File: src/flyback_pkg.sv
package flyback_pkg;

  // Clock
  localparam int unsigned CLK_HZ = 25_000_000;

  // Switching period: 65 kHz nominal, +-6 kHz spread
  localparam int unsigned FSW_NOM_HZ     = 65_000;
  localparam int unsigned FSW_SPREAD_HZ  = 6_000;
  localparam int unsigned PERIOD_NOM     = CLK_HZ / FSW_NOM_HZ;
  localparam int unsigned PERIOD_MIN     = CLK_HZ / (FSW_NOM_HZ + FSW_SPREAD_HZ);
  localparam int unsigned PERIOD_MAX     = CLK_HZ / (FSW_NOM_HZ - FSW_SPREAD_HZ);
  localparam int unsigned SPREAD_STEP    = 1;

  // Duty limit in percent
  localparam int unsigned DUTY_MAX_PCT   = 80;

  // Blanking 300 ns, rounded up
  localparam int unsigned BLANK_NS       = 300;
  localparam int unsigned BLANK_CYC      = (BLANK_NS * (CLK_HZ / 1_000_000) + 999) / 1000;

  // Qualification times
  localparam int unsigned OPP_DELAY_MS   = 320;
  localparam int unsigned OPP_CYC        = OPP_DELAY_MS * (CLK_HZ / 1000);
  localparam int unsigned OCP_TIME_MS    = 1700;
  localparam int unsigned OCP_CYC        = OCP_TIME_MS * (CLK_HZ / 1000);
  localparam int unsigned EOT_TIME_MS    = 40;
  localparam int unsigned EOT_CYC        = EOT_TIME_MS * (CLK_HZ / 1000);

  // Aux winding counts in switching cycles
  localparam int unsigned AUX_OV_CYCLES  = 8;
  localparam int unsigned AUX_UV_SKIP    = 1;

  // Avalon register offsets (byte addresses)
  localparam logic [4:0] REG_CTRL        = 5'h00;
  localparam logic [4:0] REG_STATE       = 5'h04;
  localparam logic [4:0] REG_IRQ_STATUS  = 5'h08;
  localparam logic [4:0] REG_IRQ_CLEAR   = 5'h0c;
  localparam logic [4:0] REG_IRQ_ENABLE  = 5'h10;

  // Control bits
  localparam int unsigned CTRL_SPREAD_EN = 0;
  localparam int unsigned CTRL_CS_LOW    = 1;
  localparam logic [1:0] CTRL_RESET      = 2'h1;

  // Event bit positions (status, clear, enable share layout)
  localparam int unsigned EV_OPP     = 0;
  localparam int unsigned EV_OCP     = 1;
  localparam int unsigned EV_SOV     = 2;
  localparam int unsigned EV_AOV     = 3;
  localparam int unsigned EV_EOT     = 4;
  localparam int unsigned EV_DOT     = 5;
  localparam int unsigned EV_UVSKIP  = 6;
  localparam int unsigned EV_DISABLE = 7;
  localparam int unsigned EV_W       = 8;

  localparam logic [31:0] READ_UNMAPPED = 32'h0000_0000;

endpackage : flyback_pkg

File: src/flyback_pwm_protection_core.sv
// Summary of operation
// - Ignore peak and over-loop current-sense comparators for 300 ns after each gate rising edge.
// - Gate high time never exceeds 80 percent of the switching period.
// - Switching oscillator at 65 kHz, swept within plus or minus 6 kHz.
// - End pulse cycle by cycle when current reaches the peak limit.
// - End pulse when sensed current exceeds a quarter of loop voltage.
// - Disable comparator forces gate low at once; release resumes switching.
// - Loop voltage above over-power level longer than delay latches gate off.
// - Latched faults hold gate off until power-down reset clears them.
// - Accumulated over-current time beyond 1.7 s latches gate off.
// - Supply over-voltage stops switching at once and latches.
// - Die over-temperature holds gate off unlatched until hysteresis release.
// - Aux under-voltage sampled in gate-off; trip skips one cycle, no latch.
// - Aux over-voltage comparator evaluated during gate-off of each cycle.
// - Aux over-voltage seen 8 consecutive cycles latches gate off.
// - Gate-off current-sense over external temperature level for 40 ms latches.
// - Line brown-out keeps gate off until brown-in, regardless of supply.
module flyback_pwm_protection_core
  import flyback_pkg::*;
#(
  parameter int unsigned OPP_COUNT = OPP_CYC,
  parameter int unsigned OCP_COUNT = OCP_CYC,
  parameter int unsigned EOT_COUNT = EOT_CYC
) (
  // Clock and reset
  input  wire logic        ref_clk,
  input  wire logic        reset_n,
  // Supply supervision (power-down reset clears latches)
  input  wire logic        power_down_reset_level,
  // Comparator inputs, asynchronous
  input  wire logic        cs_peak_limit,
  input  wire logic        cs_over_loop,
  input  wire logic        cs_ocp_level,
  input  wire logic        cs_ext_temp,
  input  wire logic        disable_threshold,
  input  wire logic        loop_over_power,
  input  wire logic        supply_overvolt,
  input  wire logic        die_overtemp,
  input  wire logic        aux_winding_sense_uv,
  input  wire logic        aux_winding_sense_ov,
  input  wire logic        line_brownout_level,
  input  wire logic        line_brownin_level,
  // Gate drive
  output logic             gate_drive,
  output logic             cs_otp_level_sel,
  // Avalon-MM slave
  input  wire logic [4:0]  avs_address,
  input  wire logic        avs_read,
  input  wire logic        avs_write,
  input  wire logic [31:0] avs_writedata,
  output logic [31:0]      avs_readdata,
  output logic             avs_waitrequest,
  // Interrupt
  output logic             irq
);

  if (OPP_COUNT < 1 || OCP_COUNT < 1 || EOT_COUNT < 1) begin : g_count_check
    $error("Qualification counts must be at least one");
  end

  localparam int unsigned NSYNC = 13;

  // Two-flop synchronisers for every comparator
  logic [NSYNC-1:0] raw_in;
  logic [NSYNC-1:0] sync1;
  logic [NSYNC-1:0] sync2;

  assign raw_in = {power_down_reset_level, line_brownin_level, line_brownout_level, aux_winding_sense_ov,
                   aux_winding_sense_uv, die_overtemp, supply_overvolt, loop_over_power,
                   disable_threshold, cs_ext_temp, cs_ocp_level, cs_over_loop, cs_peak_limit};

  genvar gi;
  generate
    for (gi = 0; gi < NSYNC; gi++) begin : g_sync
      always_ff @(posedge ref_clk or negedge reset_n) begin
        if (!reset_n) begin
          sync1[gi] <= 1'b0;
          sync2[gi] <= 1'b0;
        end else begin
          sync1[gi] <= raw_in[gi];
          sync2[gi] <= sync1[gi];
        end
      end
    end
  endgenerate

  logic s_peak, s_loop, s_ocp, s_eot, s_dis, s_opp, s_sov, s_dot, s_auv, s_aov, s_bo, s_bi, s_pdr;
  assign {s_pdr, s_bi, s_bo, s_aov, s_auv, s_dot, s_sov, s_opp, s_dis, s_eot, s_ocp, s_loop, s_peak} = sync2;

  // Control register
  logic [1:0] ctrl;

  // Oscillator with triangular frequency sweep
  logic [15:0] period_len;
  logic [15:0] phase;
  logic        sweep_up;
  logic        cycle_start;
  logic [15:0] duty_limit;

  assign cycle_start = (phase == 16'h0000);
  assign duty_limit  = 16'((32'(period_len) * DUTY_MAX_PCT) / 100);

  always_ff @(posedge ref_clk or negedge reset_n) begin
    if (!reset_n) begin
      phase <= 16'h0000;
    end else if (phase >= period_len - 16'h0001) begin
      phase <= 16'h0000;
    end else begin
      phase <= phase + 16'h0001;
    end
  end

  // Period steps once per cycle between the spread bounds; trades exact 65 kHz for EMI spreading
  always_ff @(posedge ref_clk or negedge reset_n) begin
    if (!reset_n) begin
      period_len <= 16'(PERIOD_NOM);
      sweep_up   <= 1'b1;
    end else if (cycle_start) begin
      if (!ctrl[CTRL_SPREAD_EN]) begin
        period_len <= 16'(PERIOD_NOM);
      end else if (sweep_up) begin
        if (period_len >= 16'(PERIOD_MAX)) begin
          sweep_up <= 1'b0;
        end else begin
          period_len <= period_len + 16'(SPREAD_STEP);
        end
      end else begin
        if (period_len <= 16'(PERIOD_MIN)) begin
          sweep_up <= 1'b1;
        end else begin
          period_len <= period_len - 16'(SPREAD_STEP);
        end
      end
    end
  end

  // Gate and blanking
  logic [7:0] blank_cnt;
  logic       blanking;
  logic       gate_q;

  assign blanking = (blank_cnt != 8'h00);

  // Fault latches and soft conditions
  logic       latch_opp, latch_ocp, latch_sov, latch_aov, latch_eot;
  logic       any_latch;
  logic       skip_next;
  logic       skipping;
  logic       brown_hold;
  logic       inhibit;
  logic       latch_near;

  assign any_latch = latch_opp | latch_ocp | latch_sov | latch_aov | latch_eot;
  assign inhibit   = any_latch | s_dis | s_dot | brown_hold | s_sov;

  logic term;
  assign term = (!blanking && (s_peak || s_loop))
              || (phase >= duty_limit - 16'h0001);

  always_ff @(posedge ref_clk or negedge reset_n) begin
    if (!reset_n) begin
      gate_q    <= 1'b0;
      blank_cnt <= 8'h00;
    end else if (inhibit) begin
      gate_q    <= 1'b0;
      blank_cnt <= 8'h00;
    end else if (cycle_start && !skipping && !latch_near) begin
      gate_q    <= 1'b1;
      blank_cnt <= 8'(BLANK_CYC);
    end else begin
      if (gate_q && term) begin
        gate_q <= 1'b0;
      end
      if (blanking) begin
        blank_cnt <= blank_cnt - 8'h01;
      end
    end
  end

  // Gate output from flop; also gated combinationally would break the flop rule,
  // so inhibit acts one cycle after the synchronised comparator.
  assign gate_drive = gate_q;
  always_ff @(posedge ref_clk or negedge reset_n) begin
    if (!reset_n) begin
      cs_otp_level_sel <= 1'b0;
    end else begin
      cs_otp_level_sel <= ctrl[CTRL_CS_LOW];
    end
  end

  // Brown-out: hold until brown-in seen
  always_ff @(posedge ref_clk or negedge reset_n) begin
    if (!reset_n) begin
      brown_hold <= 1'b1;
    end else if (s_bo) begin
      brown_hold <= 1'b1;
    end else if (s_bi) begin
      brown_hold <= 1'b0;
    end
  end

  // Over-power qualification
  logic [31:0] opp_cnt;
  always_ff @(posedge ref_clk or negedge reset_n) begin
    if (!reset_n) begin
      opp_cnt <= 32'h0;
    end else if (!s_opp) begin
      opp_cnt <= 32'h0;
    end else if (opp_cnt < OPP_COUNT) begin
      opp_cnt <= opp_cnt + 32'h1;
    end
  end

  // Over-current accumulates; never cleared except by power-down
  logic [31:0] ocp_cnt;
  always_ff @(posedge ref_clk or negedge reset_n) begin
    if (!reset_n) begin
      ocp_cnt <= 32'h0;
    end else if (s_pdr) begin
      ocp_cnt <= 32'h0;
    end else if (s_ocp && ocp_cnt < OCP_COUNT) begin
      ocp_cnt <= ocp_cnt + 32'h1;
    end
  end

  // External temperature during gate-off
  logic [31:0] eot_cnt;
  logic        eot_cond;
  assign eot_cond = s_eot && !gate_q;
  always_ff @(posedge ref_clk or negedge reset_n) begin
    if (!reset_n) begin
      eot_cnt <= 32'h0;
    end else if (gate_q) begin
      eot_cnt <= eot_cnt;
    end else if (!eot_cond) begin
      eot_cnt <= 32'h0;
    end else if (eot_cnt < EOT_COUNT) begin
      eot_cnt <= eot_cnt + 32'h1;
    end
  end

  // Aux winding: sample in gate-off, judge at cycle start
  logic       aov_seen, auv_seen;
  logic [3:0] aov_run;
  always_ff @(posedge ref_clk or negedge reset_n) begin
    if (!reset_n) begin
      aov_seen <= 1'b0;
      auv_seen <= 1'b0;
    end else if (cycle_start) begin
      aov_seen <= 1'b0;
      auv_seen <= 1'b0;
    end else if (!gate_q && !blanking) begin
      if (s_aov) aov_seen <= 1'b1;
      if (s_auv) auv_seen <= 1'b1;
    end
  end

  always_ff @(posedge ref_clk or negedge reset_n) begin
    if (!reset_n) begin
      aov_run <= 4'h0;
    end else if (cycle_start) begin
      if (!aov_seen) begin
        aov_run <= 4'h0;
      end else if (aov_run < 4'(AUX_OV_CYCLES)) begin
        aov_run <= aov_run + 4'h1;
      end
    end
  end

  // An over-power or aux over-voltage latch due within two edges would cut a fresh pulse inside blanking, so hold it off
  assign latch_near = (s_opp && opp_cnt >= OPP_COUNT - 1)
                   || (aov_seen && aov_run >= 4'(AUX_OV_CYCLES - 1));

  // Skip exactly the next cycle after an under-voltage trip
  assign skipping = auv_seen && (AUX_UV_SKIP != 0);
  always_ff @(posedge ref_clk or negedge reset_n) begin
    if (!reset_n) begin
      skip_next <= 1'b0;
    end else if (cycle_start) begin
      skip_next <= skipping;
    end
  end

  // Fault latches: only the power-down reset releases them
  always_ff @(posedge ref_clk or negedge reset_n) begin
    if (!reset_n) begin
      latch_opp <= 1'b0;
      latch_ocp <= 1'b0;
      latch_sov <= 1'b0;
      latch_aov <= 1'b0;
      latch_eot <= 1'b0;
    end else if (s_pdr) begin
      latch_opp <= 1'b0;
      latch_ocp <= 1'b0;
      latch_sov <= 1'b0;
      latch_aov <= 1'b0;
      latch_eot <= 1'b0;
    end else begin
      if (opp_cnt >= OPP_COUNT) latch_opp <= 1'b1;
      if (ocp_cnt >= OCP_COUNT) latch_ocp <= 1'b1;
      if (s_sov) latch_sov <= 1'b1;
      if (aov_run >= 4'(AUX_OV_CYCLES)) latch_aov <= 1'b1;
      if (eot_cnt >= EOT_COUNT) latch_eot <= 1'b1;
    end
  end

  // Interrupt events: rising edges of fault conditions
  logic [EV_W-1:0] ev_now, ev_prev, ev_pulse;
  logic [EV_W-1:0] irq_status, irq_enable;

  always_comb begin
    ev_now             = '0;
    ev_now[EV_OPP]     = latch_opp;
    ev_now[EV_OCP]     = latch_ocp;
    ev_now[EV_SOV]     = latch_sov;
    ev_now[EV_AOV]     = latch_aov;
    ev_now[EV_EOT]     = latch_eot;
    ev_now[EV_DOT]     = s_dot;
    ev_now[EV_UVSKIP]  = skip_next;
    ev_now[EV_DISABLE] = s_dis;
  end
  assign ev_pulse = ev_now & ~ev_prev;

  always_ff @(posedge ref_clk or negedge reset_n) begin
    if (!reset_n) begin
      ev_prev <= '0;
    end else begin
      ev_prev <= ev_now;
    end
  end

  // Avalon slave: one wait cycle, answer on the second edge
  logic       acc_done;
  logic       wr_go;
  logic [EV_W-1:0] clr_bits;

  assign wr_go    = avs_write && acc_done;
  assign clr_bits = (wr_go && avs_address == REG_IRQ_CLEAR) ? avs_writedata[EV_W-1:0] : '0;

  always_ff @(posedge ref_clk or negedge reset_n) begin
    if (!reset_n) begin
      irq_status <= '0;
    end else begin
      irq_status <= (irq_status & ~clr_bits) | ev_pulse;          // set wins over clear
    end
  end

  always_ff @(posedge ref_clk or negedge reset_n) begin
    if (!reset_n) begin
      ctrl       <= CTRL_RESET;
      irq_enable <= '0;
    end else if (wr_go) begin
      if (avs_address == REG_CTRL) ctrl <= avs_writedata[1:0];
      if (avs_address == REG_IRQ_ENABLE) irq_enable <= avs_writedata[EV_W-1:0];
    end
  end

  always_ff @(posedge ref_clk or negedge reset_n) begin
    if (!reset_n) begin
      irq <= 1'b0;
    end else begin
      irq <= |(irq_status & irq_enable);
    end
  end

  always_ff @(posedge ref_clk or negedge reset_n) begin
    if (!reset_n) begin
      acc_done        <= 1'b0;
      avs_waitrequest <= 1'b1;
      avs_readdata    <= 32'h0;
    end else if ((avs_read || avs_write) && !acc_done) begin
      acc_done        <= 1'b1;
      avs_waitrequest <= 1'b0;
      unique case (avs_address)
        REG_CTRL:       avs_readdata <= {30'h0, ctrl};
        REG_STATE:      avs_readdata <= {23'h0, brown_hold, gate_q, skip_next, latch_eot,
                                         latch_aov, latch_sov, latch_ocp, latch_opp, 1'b0};
        REG_IRQ_STATUS: avs_readdata <= {24'h0, irq_status};
        REG_IRQ_ENABLE: avs_readdata <= {24'h0, irq_enable};
        default:        avs_readdata <= READ_UNMAPPED;
      endcase
    end else begin
      acc_done        <= 1'b0;
      avs_waitrequest <= 1'b1;
    end
  end

endmodule // flyback_pwm_protection_core

File: config.mk
export PLATFORM = sky130hd
export DESIGN_NAME = flyback_pwm_protection_core
export DESIGN_NICKNAME = d
export VERILOG_FILES = /design/src/flyback_pkg.sv /design/src/flyback_pwm_protection_core.sv
export SDC_FILE = /design/constraint.sdc
export NUM_CORES = 1
export LEC_CHECK = 0
export BUFFER_PORTS_ARGS = -buffer_cell sky130_fd_sc_hd__buf_2
export CORE_MARGIN = 2
export CORE_UTILIZATION = 50
export CTS_BUF_LIST = sky130_fd_sc_hd__clkbuf_8
export CTS_CLUSTER_SIZE = 30
export DETAILED_ROUTE_END_ITERATION = 8
export PLACE_DENSITY = 0.75
export SYNTH_ARGS = -nofsm -noshare
export SYNTH_HDL_FRONTEND = slang
export SYNTH_SLANG_ARGS = --single-unit
File: constraint.sdc
create_clock -name ref_clk -period 36.5 [get_ports ref_clk]
set_input_delay 3.65 -clock ref_clk [delete_from_list [all_inputs] [get_ports ref_clk]]
set_output_delay 3.65 -clock ref_clk [all_outputs]
set_load 0.05 [all_outputs]
### Word-level counts from Yosys, hierarchy flattened

Cells that the tools add are included.

* bits in registers: 239
* input bits: 54
* output and inout bits: 36
* logic and storage cells: 191

* add/subtract/negate cells: 9
* multipliers: 1
* divide/modulo/power cells: 1
* order comparisons: 14
* equality and inequality tests: 9
* multiplexer cells: 44
* bitwise gates (word level): 15
* reduce and logical (&&, ||, !) cells: 45

Operators by type and width (number)
* 32-bit two-way mux: 6
* 32-bit by 1-bit adder with 32-bit output (second input constant): 3
* 16-bit two-way mux: 5
* 32-bit by 23-bit >= comparator with 1-bit output (second input constant): 2
* 9-bit one-hot mux with 4 select lines: 1
* 16-bit by 1-bit adder with 16-bit output (second input constant): 2
* 23-bit by 7-bit divider with 32-bit output (second input constant): 1
* 16-bit >= comparator: 2
* 32-bit by 20-bit >= comparator with 1-bit output (second input constant): 1
* 32-bit by 26-bit >= comparator with 1-bit output (second input constant): 1
* 32-bit by 20-bit < comparator with 1-bit output (second input constant): 1
* 32-bit by 23-bit < comparator with 1-bit output (second input constant): 1
* 32-bit by 26-bit < comparator with 1-bit output (second input constant): 1
* 8-bit two-way mux: 4
* 16-bit by 1-bit subtractor with 16-bit output (second input constant): 2
* 1-bit two-way mux: 26
* 8-bit AND: 3
* 2-bit nonzero test: 10
* 16-bit by 3-bit multiplier with 19-bit output (second input constant): 1
* 16-bit by 9-bit >= comparator with 1-bit output (second input constant): 1
* 16-bit by 9-bit less-or-equal comparator with 1-bit output (second input constant): 1
* 16-bit logical NOT: 1
* 8-bit NOT: 2
* 2-bit AND reduction: 7
* 22 further kinds: 53

### Longest topological paths before layout

Gate-level depths: netlist of run 1.

* word-level depth: 9
* depth in mapped cells: 69
* mapped depth without buffers: 61

### Least setup slack after synthesis of run 1

OpenSTA, ideal clock, no wires.

* kind: flip-flop to flip-flop
* start: reg period_len[3]
* end: reg gate_q, in the netlist gate_drive
* setup time: 78 ps
* data arrival time: 13979 ps
* required time: 36422 ps
* setup slack: 22443 ps
* stages on the path, launching flop included: 66
* path buffers: 4
* clock period less this slack: 14057 ps
* cells stage by stage: dfrtp_1 ha_1 ha_1 fa_1 a21o_1 a221oi_4 o211ai_1 o211ai_2 buf_6 a311oi_4 or4_4 nor2_2 o21ai_0 xnor2_1 a2111oi_4 nand2_1 a221o_1 or4_4 [... 30 more ...] ha_1 a21o_1 a21o_1 a21oi_1 nor2b_1 o21ai_0 nand2b_1 a21oi_1 nor2b_1 o21ai_0 nand2b_1 a21oi_1 nor2b_1 o21ai_0 nand2b_1 a21oi_1 o21ai_0 a21oi_1

* cells in the longest elaborated chain, start to end: 7

Ends and longest elaborated chain
* start, declared: RTL line flyback_pwm_protection_core.sv:94 `logic [15:0] period_len;`
* start signal, assigned: RTL line flyback_pwm_protection_core.sv:116 `period_len <= 16'(PERIOD_NOM);`
* start signal, assigned: RTL line flyback_pwm_protection_core.sv:120 `period_len <= 16'(PERIOD_NOM);`
* start signal, assigned: RTL line flyback_pwm_protection_core.sv:125 `period_len <= period_len + 16'(SPREAD_STEP);`
* 16-bit by 3-bit multiplier with 19-bit output: RTL line flyback_pwm_protection_core.sv:101 `assign duty_limit = 16'((32'(period_len) * DUTY_MAX_PCT) / 100);`
* 23-bit by 7-bit divider with 32-bit output: RTL line flyback_pwm_protection_core.sv:101
* 16-bit by 1-bit subtractor with 16-bit output: RTL line flyback_pwm_protection_core.sv:158 `|| (phase >= duty_limit - 16'h0001);`
* 16-bit >= comparator: RTL line flyback_pwm_protection_core.sv:158
* 1-bit logical OR: RTL line flyback_pwm_protection_core.sv:158
* 1-bit logical AND: RTL line flyback_pwm_protection_core.sv:171 `if (gate_q && term) begin`
* 3-bit nonzero test (no line)
* end signal, assigned: RTL line flyback_pwm_protection_core.sv:162 `gate_q <= 1'b0;`
* end signal, assigned: RTL line flyback_pwm_protection_core.sv:165 `gate_q <= 1'b0;`
* end signal, assigned: RTL line flyback_pwm_protection_core.sv:172 `gate_q <= 1'b0;`
* end, declared: RTL line flyback_pwm_protection_core.sv:140 `logic gate_q;`

No other way between the ends.
A chain may end at the register's enable or synchronous reset.

### Worst setup path in the final report of run 1

* start: reg period_len[1]
* end: reg gate_q, in the netlist gate_drive

Same word-level chain as after synthesis.

==> impl_metrics.csv, run 1 <==
group,metric,value,unit
outcome,status,"finished, final reports clean",
job,maxCapViolations,0,
grt,grt_pass1_wl,62690,um
routing,routed.top_layer,"met4",
sta,period_needed,17080,ps
place,dpl.hpwl,26600,um
floorplan,boundaryPins,90,
grt,grt_usage,21.80,%
min_path,min_path_type,"flop to flop",
critical_path,crit_top_cell,"o21ai_0",
routing,drtIter0Drc,1080,
clocking,clock-sinks,216,
final_layout,fillCellCount,2863,
sta,final_max_slew_viol_count,0,
sta,tightest_slew,1023,ps
sta,fmax,58.55,MHz
sta,fin_setup_tns,0,ps
min_path,holdPathEnd,"s_aov",
routing,drc,0,
routing,drt-met1-wl,17050,um
critical_path,cp-end-kind,"flop",
critical_path,cp_max_fo,12,
clocking,cts_tree,"yes",
grt,antenna_found_initial,0,
critical_path,cp-startpoint,"period_len[1]",
final_layout,multi_input_area,0.01015,mm2
critical_path,slowest_delay,580,ps
final_layout,drive_above_1_share,10.14,%
routing,route.met2.wl,17210,um
critical_path,slowest_stage,"dfrtp_1",
critical_path,critPathRequiredTime,36950,ps
synth,syn_inst,1837,
clocking,htree_levels,2,
grt,grt.overflow.total,0,
pwr,power_density,27.80,mW/mm2
floorplan,initial_core_util,50.92,%
floorplan,die_area,0.03375,mm2
clocking,clkTransAtPathRegs,60,ps
final_layout,nets,1981,
grt,grt_max_degree,135,
synth,synthesis.area,0.01615,mm2
sta,fin_skew,26.36,ps
pwr,ir_drop,27.15,uV
routing,route.met3.wl,1658,um
synth,synth.avg_cell_area,8.791,um2
routing,drt-total-wl,36770,um
critical_path,rrSetupSlack,19420,ps
clocking,cts_resized,0,
floorplan,rows,65,
routing,dr.pass1.iters,6,
synth,async_reset_ff_share,100.0,%
min_path,hold_path_depth,0,
routing,num_vias,14000,
synth,synth_enable_flop_cells,0,
synth,ys_ff_latch,216,
grt,grt_pass1_vias,13160,
critical_path,cp.arrival,17530,ps
synth,ys_types,121,
routing,vias_per_cell,6.151,
floorplan,die_h,183.7,um
final_layout,areaGrowthSynthToFinish,6.492,%
sta,fin_crit_sh,46.80,%
floorplan,core,0.03172,mm2
place,io_buffers,42,
critical_path,startpoint_type,"flop",
floorplan,die_x,183.7,um
synth,yosysWarnings,0,
sta,final_hold_viol_count,0,
routing,wl_per_cell,16.15,um
sta,maxSlewHeadroom,31.78,%
synth,yosysSeqAreaShare,33.52,%
pwr,p_total,0.4780,mW
clocking,cts_root_buffer,"clkbuf_8",
final_layout,layout_common_cells,"dfrtp_1 (210), nor2_1 (184), nand2_1 (169)",
critical_path,rr_worst_depth,61,
routing,antenna_left,0,
place,gp_congestion,0.8709,
sta,rsz0062_at_grt,"false",
critical_path,path_class,"flop to flop",
synth,synth_top_flop_cell,"dfrtp_1",
clocking,clockBufferDepth,3,
clocking,post_cts_buffers,0,
final_layout,mostFrequentLayoutCell,"dfrtp_1",
clocking,clk_latency,530,ps
critical_path,r2r-end,"gate_drive",
min_path,worstHoldStart,"sync1[9]",
final_layout,antenna_cells,0,
final_layout,seq_area,0.005413,mm2
critical_path,r2r_start,"period_len[1]",
clocking,hold_buffers,0,
pwr,power.leakage,7.525,nW
sta,setup_viol,0,
clocking,numCtsBuffers,35,
[kinds of logic after synthesis]
logic type,synth area share [%]
flip-flops,33.52
multiplexers,2.185
AO/OA/AOI/OAI,22.20
XOR/XNOR,7.879
AND/OR/NAND/NOR,23.88
buffers and inverters,4.161
adder cells (fa/ha/maj),6.159
other,0.02322
[flip-flops by register name (all words and copies together), names as in the netlist, 2 cells and up]
register      flops
blank_cnt         8
avs_readdata      9
phase            16
aov_run           4
ctrl              2
period_len       16
ev_prev           8
sync1            13
opp_cnt          32
irq_enable        8
ocp_cnt          32
irq_status        8
eot_cnt          32
[per-stage QoR]
step	instances	setup WS [ps]	instance area, um2	hold WS [ps]	util, %
6_report	2276	19420	17200	346.2	54.22
3_3_place_gp	2214	19860	16510	331.6	52.06
4_1_cts	2276	19500	17200	348.1	54.22
2_1_floorplan	1859	22440	16230	331.2	-
3_5_place_dp	2214	19550	16510	337.1	52.06
5_1_grt	2276	17820	17200	351.9	54.22
[final cells by class]
type                       count  share of cell area, %
sequential                   216                  31.47
clock buffer                  43                  3.441
multi-input combinational   1500                  59.00
inverter                      47                  1.026
clock inverter                19                 0.5457
tap                          402                  2.925
timing repair buffer          49                  1.586
[worst max path at each step]
stage               slack, ps  cells after the start         end
finish                  19420                     61  gate_drive
global route            17820                     61  gate_drive
CTS                     19500                     61  gate_drive
detailed placement      19550                     61  gate_drive
global placement        19860                     61  gate_drive
floorplan               22440                     65  gate_drive
[cells in the mapped netlist (all sizes together), types with 9 or more instances]
library cell | instances | area (um2)
nand2b | 22 | 137.6
and3 | 43 | 274.0
nor2 | 185 | 696.9
and4 | 12 | 110.1
buf | 41 | 289.0
a311oi | 11 | 143.9
mux2 | 15 | 168.9
clkbuf | 55 | 206.5
xor2 | 63 | 566.8
a2111oi | 17 | 237.7
o2111ai | 9 | 78.83
nand3 | 79 | 405.4
a211oi | 23 | 187.7
nor4 | 33 | 251.5
nand4 | 36 | 225.2
xnor2 | 73 | 658.1
o31ai | 17 | 146.4
a211o | 13 | 113.9
a21boi | 11 | 82.58
or4 | 13 | 108.9
nand2 | 169 | 634.4
o21a | 12 | 91.34
and2 | 45 | 284.0
o211ai | 18 | 145.1
inv | 44 | 165.2
a221oi | 12 | 146.4
a22o | 9 | 80.08
dfrtp | 210 | 5255
o22ai | 12 | 75.07
a21oi | 89 | 456.7
o21ai | 88 | 463.0
a21o | 19 | 142.6
a22oi | 9 | 72.57
ha | 77 | 963.4
a31oi | 26 | 190.2
or2 | 10 | 65.07
nor2b | 21 | 131.4
or3 | 22 | 137.6
nor3 | 51 | 275.3
mux2i | 18 | 183.9
[worst max-delay path: cells and delay by family, from the launching register on]
family	cells	cell delay (ps)
buffers and inverters	1	80
adder cells (fa/ha/maj)	6	1750
multiplexers	1	440
AND/OR/NAND/NOR	18	3960
XOR/XNOR	1	220
flip-flops	1	580
AO/OA/AOI/OAI	34	9940
[where the power goes]
| group | total [mW] | internal, mW | leakage [nW] | switching (mW) |
|---|---|---|---|---|
| Clock | 0.201 | 0.107 | 0.405 | 0.0942 |
| Combinational | 0.0256 | 0.00646 | 4.27 | 0.0192 |
| Sequential | 0.251 | 0.246 | 2.85 | 0.00537 |
| Total | 0.478 | 0.359 | 7.53 | 0.119 |
[per-layer routing]
metal / global-route usage, % / up-vias
met2: 35.29 / 354
li1: - / 6797
met3: 2.793 / 65
met5: 0 / -
met1: 30.39 / 6783
met4: 7.040 / 0
No activity file was read; power rests on OpenSTA's default activity.
==> run 2, diff against run 1 <==
==> constraint.sdc (replaced) <==
create_clock -name ref_clk -period 15.9 [get_ports ref_clk]
set_input_delay 1.59 -clock ref_clk [delete_from_list [all_inputs] [get_ports ref_clk]]
set_output_delay 1.59 -clock ref_clk [all_outputs]
set_load 0.05 [all_outputs]
==> run 2 against run 1 <==
Effect of this change:
- die area is the same
- global-route usage increased by 0.42 points
- combinational power rose by 130%
- via count increased by 2.9%
- routed wire length increased by 3.7%
- total power rose by 150%
- clock skew is 12 ps lower
- critical endpoint unchanged
==> impl_metrics.csv, run 2 (synthesized netlist as in run 1, its figures left out) <==
group,metric,value,unit
final_layout,fillCellCount,2751,
outcome,status,"finished, final reports clean",
floorplan,rows,65,
sta,fin_ws,780.7,ps
critical_path,startpoint_type,"flop",
pwr,power_density,65.73,mW/mm2
final_layout,antenna_cells,0,
clocking,hold_buffers,0,
clocking,clockBufferDepth,3,
min_path,min_path_type,"flop to flop",
final_layout,nets,2024,
clocking,cts_tree,"yes",
sta,maxSlewHeadroom,31.34,%
pwr,p_total,1.185,mW
sta,final_hold_viol_count,0,
final_layout,multi_input_area,0.01052,mm2
pwr,power.leakage,7.822,nW
floorplan,die_h,183.7,um
critical_path,cp_max_fo,10,
routing,vias_per_cell,6.202,
min_path,worstHoldStart,"sync1[7]",
final_layout,mostFrequentLayoutCell,"dfrtp_1",
final_layout,layout_common_cells,"dfrtp_1 (209), nor2_1 (182), nand2_1 (168)",
grt,grt_usage,22.22,%
sta,final_max_slew_viol_count,0,
clocking,clkTransAtPathRegs,60,ps
final_layout,fin_cells,2322,
grt,grt.overflow.total,0,
grt,grt_max_degree,143,
pwr,ir_drop,82.35,uV
grt,antenna_found_initial,0,
routing,wl_per_cell,16.42,um
routing,antenna_left,0,
grt,grt_pass1_wl,63980,um
job,maxCapViolations,0,
floorplan,boundaryPins,90,
critical_path,slowest_delay,610,ps
final_layout,reg.largest.list,"eot_cnt x32, ocp_cnt x32, opp_cnt x32",
clocking,htree_levels,2,
floorplan,die_area,0.03375,mm2
critical_path,path_class,"flop to flop",
sta,fmax,66.14,MHz
place,dpl.cell_count,2244,
sta,fin_crit_sh,95.09,%
critical_path,slowest_stage,"or4_4",
sta,setup_viol,0,
critical_path,cp-end-kind,"flop",
floorplan,die_x,183.7,um
place,post-place-ws,452.7,ps
floorplan,initial_core_util,50.92,%
clocking,clk_latency,530,ps
final_layout,drive_above_1_share,15.10,%
critical_path,cp.arrival,15570,ps
routing,num_vias,14400,
critical_path,cp-startpoint,"period_len[3]",
critical_path,critPathRequiredTime,16350,ps
place,dpl.hpwl,26890,um
final_layout,final_core_util,56.82,%
final_layout,areaGrowthSynthToFinish,11.60,%
sta,period_needed,15120,ps
grt,grt_pass1_vias,13660,
routing,drtIter0Drc,1119,
routing,drt-total-wl,38130,um
clocking,numCtsBuffers,36,
routing,dr.pass1.iters,8,
critical_path,r2r_start,"period_len[3]",
place,gp_congestion,0.8918,
place,io_buffers,42,
sta,fin_skew,14.60,ps
final_layout,seq_area,0.005414,mm2
routing,drc,0,
clocking,cts_root_buffer,"clkbuf_8",
clocking,clock-sinks,216,
sta,tightest_slew,1030,ps
floorplan,core,0.03172,mm2
run 2: changes by cell type in the layout (fill, tap and decap cells not counted), sizes merged:
| cell | previous run | this run |
|---|---|---|
| clkinv | 5 | 7 |
| clkinvlp | 1 | 0 |
| buf | 49 | 90 |
| nor4 | 33 | 34 |
| inv | 60 | 54 |
| clkbuf | 43 | 49 |
| bufinv | 0 | 3 |
run 2: layout make-up:
class / instances / share of cell area [%]
multi-input cells: 1501 / 58.38
flip-flops and latches: 216 / 30.04
repair buffers: 90 / 3.221
well taps: 402 / 2.791
inverters: 47 / 0.9789
clock inverters: 17 / 0.8470
clock buffers: 49 / 3.742
run 2: power by group:
part | switching [mW] | internal (mW) | total [mW]
clock | 0.225 | 0.325 | 0.549
combinational | 0.0440 | 0.0148 | 0.0588
sequential | 0.0124 | 0.564 | 0.576
total | 0.281 | 0.903 | 1.18
run 2: stage by stage:
stage,instance area [um2],hold WS [ps],TNS [ps]
global placement,16740,332.2,0
finish,18020,343.5,0
detailed placement,16740,334.7,0
floorplan,16230,331.2,0
CTS,17560,347.5,0
global route,18020,355.0,-81.47
run 2: worst paths after layout:
check                           endpoint  slack (ps)  depth (start not counted)
setup / recovery              gate_drive         780                         64
hold / removal                     s_dot         340                          0
setup reg to reg              gate_drive         780                         64
hold reg to reg                    s_dot         340                          0
max in group asynchronous  period_len[3]       13110                          2
min in group asynchronous    ocp_cnt[13]        1180                          1
run 2: per-layer routing:
layer / vias to the layer above / part of all wire [%] / track usage, %
li1: 6903 / - / -
met1: 7000 / 45 / 30.29
met2: 442 / 48 / 37.13
met3: 57 / 5.0 / 2.773
met4: 0 / 1.9 / 6.528
met5: - / 0 / 0
run 2: critical path, delay by kind of cell, from the launching register on:
family	cells	cell delay, ps
buffers and inverters	6	1050
adders and majority gates	6	1730
DFF	1	470
AOI/OAI and AO/OA	36	7800
xor gates and xnor gates	2	730
and+or+nand+nor	14	3270
run 2: what timing repair did:
item | CTS | global route
resized for setup | 0 | 66
setup endpoints to repair | 0 | 1
setup buffers | 0 | 11
hold endpoints to repair | 0 | 0
==> run 3, diff against run 2 <==
--- a/config.mk
+++ b/config.mk
@@ -5,7 +5,8 @@
 export SDC_FILE = /design/constraint.sdc
 export NUM_CORES = 1
 export LEC_CHECK = 0
-export BUFFER_PORTS_ARGS = -buffer_cell sky130_fd_sc_hd__buf_2
+export BUFFER_PORTS_ARGS = -buffer_cell sky130_fd_sc_hd__clkbuf_2
+export CORE_ASPECT_RATIO = 1.2
 export CORE_MARGIN = 2
 export CORE_UTILIZATION = 50
 export CTS_BUF_LIST = sky130_fd_sc_hd__clkbuf_8
==> constraint.sdc (replaced) <==
create_clock -name ref_clk -period 19.4 [get_ports ref_clk]
set_input_delay 1.94 -clock ref_clk [delete_from_list [all_inputs] [get_ports ref_clk]]
set_output_delay 1.94 -clock ref_clk [all_outputs]
set_load 0.05 [all_outputs]
==> run 3 against run 2 <==
Effect of this change:
- worst hold slack improved by 3.5 ps
- via count fell by 2.6%
- global-route usage decreased by 0.39 points
- setup slack better by 1200 ps
- register-to-register slack better by 1200 ps
- utilization down 3.1 points
- final cell count down 1.6%
- first-iteration DRC count is 2.2% higher
- highest routed layer unchanged
==> impl_metrics.csv, run 3 (synthesized netlist as in run 1, its figures left out) <==
group,metric,value,unit
pwr,power.leakage,7.496,nW
grt,grt_pass1_vias,13330,
sta,maxSlewHeadroom,29.47,%
sta,final_max_slew_viol_count,0,
sta,fin_crit_sh,89.61,%
min_path,min_path_type,"flop to flop",
sta,fin_ws,2016,ps
clocking,clock-sinks,216,
clocking,hold_buffers,0,
final_layout,fin_area,0.01721,mm2
place,dpl_cell_area,0.01651,mm2
final_layout,reg.largest.list,"eot_cnt x32, ocp_cnt x32, opp_cnt x32",
min_path,hold_path_depth,0,
grt,grt_pass1_wl,63140,um
critical_path,critPathRequiredTime,19880,ps
place,post-place-ws,2391,ps
final_layout,drive_above_1_share,10.61,%
routing,num_vias,14020,
grt,grt_usage,21.83,%
final_layout,final_core_util,53.68,%
critical_path,path_class,"flop to flop",
routing,drc,0,
floorplan,boundaryPins,90,
sta,fin_skew,29.68,ps
routing,drtIter0Drc,1144,
critical_path,slowest_delay,600,ps
critical_path,crit_top_cell,"o21ai_0",
pwr,seq_power_share,52.2,%
final_layout,nets,1980,
critical_path,slowest_stage,"a2111oi_4",
floorplan,die_x,168.1,um
critical_path,cp_max_fo,12,
pwr,switching_share,25.87,%
critical_path,cp.arrival,17860,ps
pwr,internal_power,0.6717,mW
job,maxCapViolations,0,
sta,fmax,57.52,MHz
grt,antenna_found_initial,3,
clocking,cts_resized,0,
routing,vias_per_cell,6.137,
grt,grt.overflow.total,0,
floorplan,core,0.03207,mm2
clocking,clockBufferDepth,3,
sta,setup_viol,0,
clocking,clkTransAtPathRegs,70,ps
final_layout,mostFrequentLayoutCell,"dfrtp_1",
pwr,power_switching,0.2345,mW
outcome,status,"finished, final reports clean",
clocking,clk_latency,550,ps
pwr,p_comb_share,5.3,%
critical_path,startpoint_type,"flop",
pwr,power_density,52.64,mW/mm2
final_layout,layout_common_cells,"dfrtp_1 (210), nor2_1 (184), nand2_1 (169)",
place,dpl.cell_count,2218,
grt,grt_max_degree,132,
pwr,ir_drop,54.10,uV
routing,antenna_left,0,
sta,final_hold_viol_count,0,
place,gp_congestion,0.8855,
final_layout,fin_cells,2285,
sta,rsz0062_at_grt,"false",
floorplan,rows,72,
final_layout,areaGrowthSynthToFinish,6.593,%
clocking,numCtsBuffers,35,
routing,drt-total-wl,37640,um
clocking,cts_tree,"yes",
place,dpl.hpwl,27720,um
routing,dr.pass1.iters,6,
clocking,htree_levels,2,
clocking,cts_root_buffer,"clkbuf_8",
floorplan,die_area,0.03376,mm2
critical_path,rrSetupSlack,2020,ps
clocking,post_cts_buffers,0,
place,io_buffers,42,
critical_path,cp-end-kind,"flop",
sta,period_needed,17380,ps
sta,tightest_slew,1058,ps
sta,fin_setup_tns,0,ps
critical_path,rr_worst_depth,61,
pwr,clkPwrFrac,42.4,%
floorplan,die_h,200.9,um
floorplan,initial_core_util,50.36,%
routing,wl_per_cell,16.47,um
## run 3: cell types whose count changed in the layout (fill, tap and decap cells not counted), sizes merged, moves of 3 or more
| cell | delta |
|---|---|
| buf | -83 |
| bufinv | -3 |
| clkbuf | +33 |
| clkinv | +7 |
| clkinvlp | +4 |
| diode | +3 |
## run 3: layout make-up
cell class                      instances  area, um2
Inverter                               47      176.4
Sequential cell                       216       5413
Timing Repair Buffer                   48      265.3
Clock buffer                           41      564.3
Fill cell                            2914      14860
Multi-Input combinational cell       1500      10150
Tap cell                              407      509.2
Antenna cell                            3      7.507
Clock inverter                         23      131.4
## run 3: metal layers
layer	share of wire (%)	GRT usage (%)	up-vias
li1	-	-	6818
met1	43	28.07	6780
met2	50	38.24	347
met3	3.8	2.721	77
met4	2.7	6.958	0
met5	0	0	-
## run 3: worst paths after layout
check	start	end
worst max-delay path	period_len[1]	gate_drive
min in group asynchronous	reset_n	ev_prev[7]
max in group asynchronous	reset_n	opp_cnt[26]
worst max register to register	period_len[1]	gate_drive
worst min-delay path	sync1[7]	s_dot
worst min register to register	sync1[7]	s_dot
## run 3: worst max-delay path, delay by kind of cell (launching register included)
family                     cells  cell delay (ps)
AOI/OAI and AO/OA             36            10990
adders and majority gates      6             1750
DFF                            1              580
xor gates and xnor gates       2              670
muxes                          1              420
buffers and inverters          1               80
and+or+nand+nor               15             2830
## run 3: through the flow
stage / power [mW] / hold WS (ps)
after floorplan: 0.5114 / 331.2
after global placement: 0.5279 / 332.0
after detailed placement: 0.5298 / 334.7
after CTS: 0.9169 / 347.9
after global routing: 0.9426 / 350.4
final: 0.9061 / 347.0
## run 3: power groups by stage
stage	Clock, mW	Combinational (mW)	Sequential [mW]
final	0.385	0.0485	0.473
after global routing	0.415	0.0533	0.474
after CTS	0.395	0.0493	0.473
after detailed placement	0	0.0490	0.481
after global placement	0	0.0476	0.480
after floorplan	0	0.0302	0.481
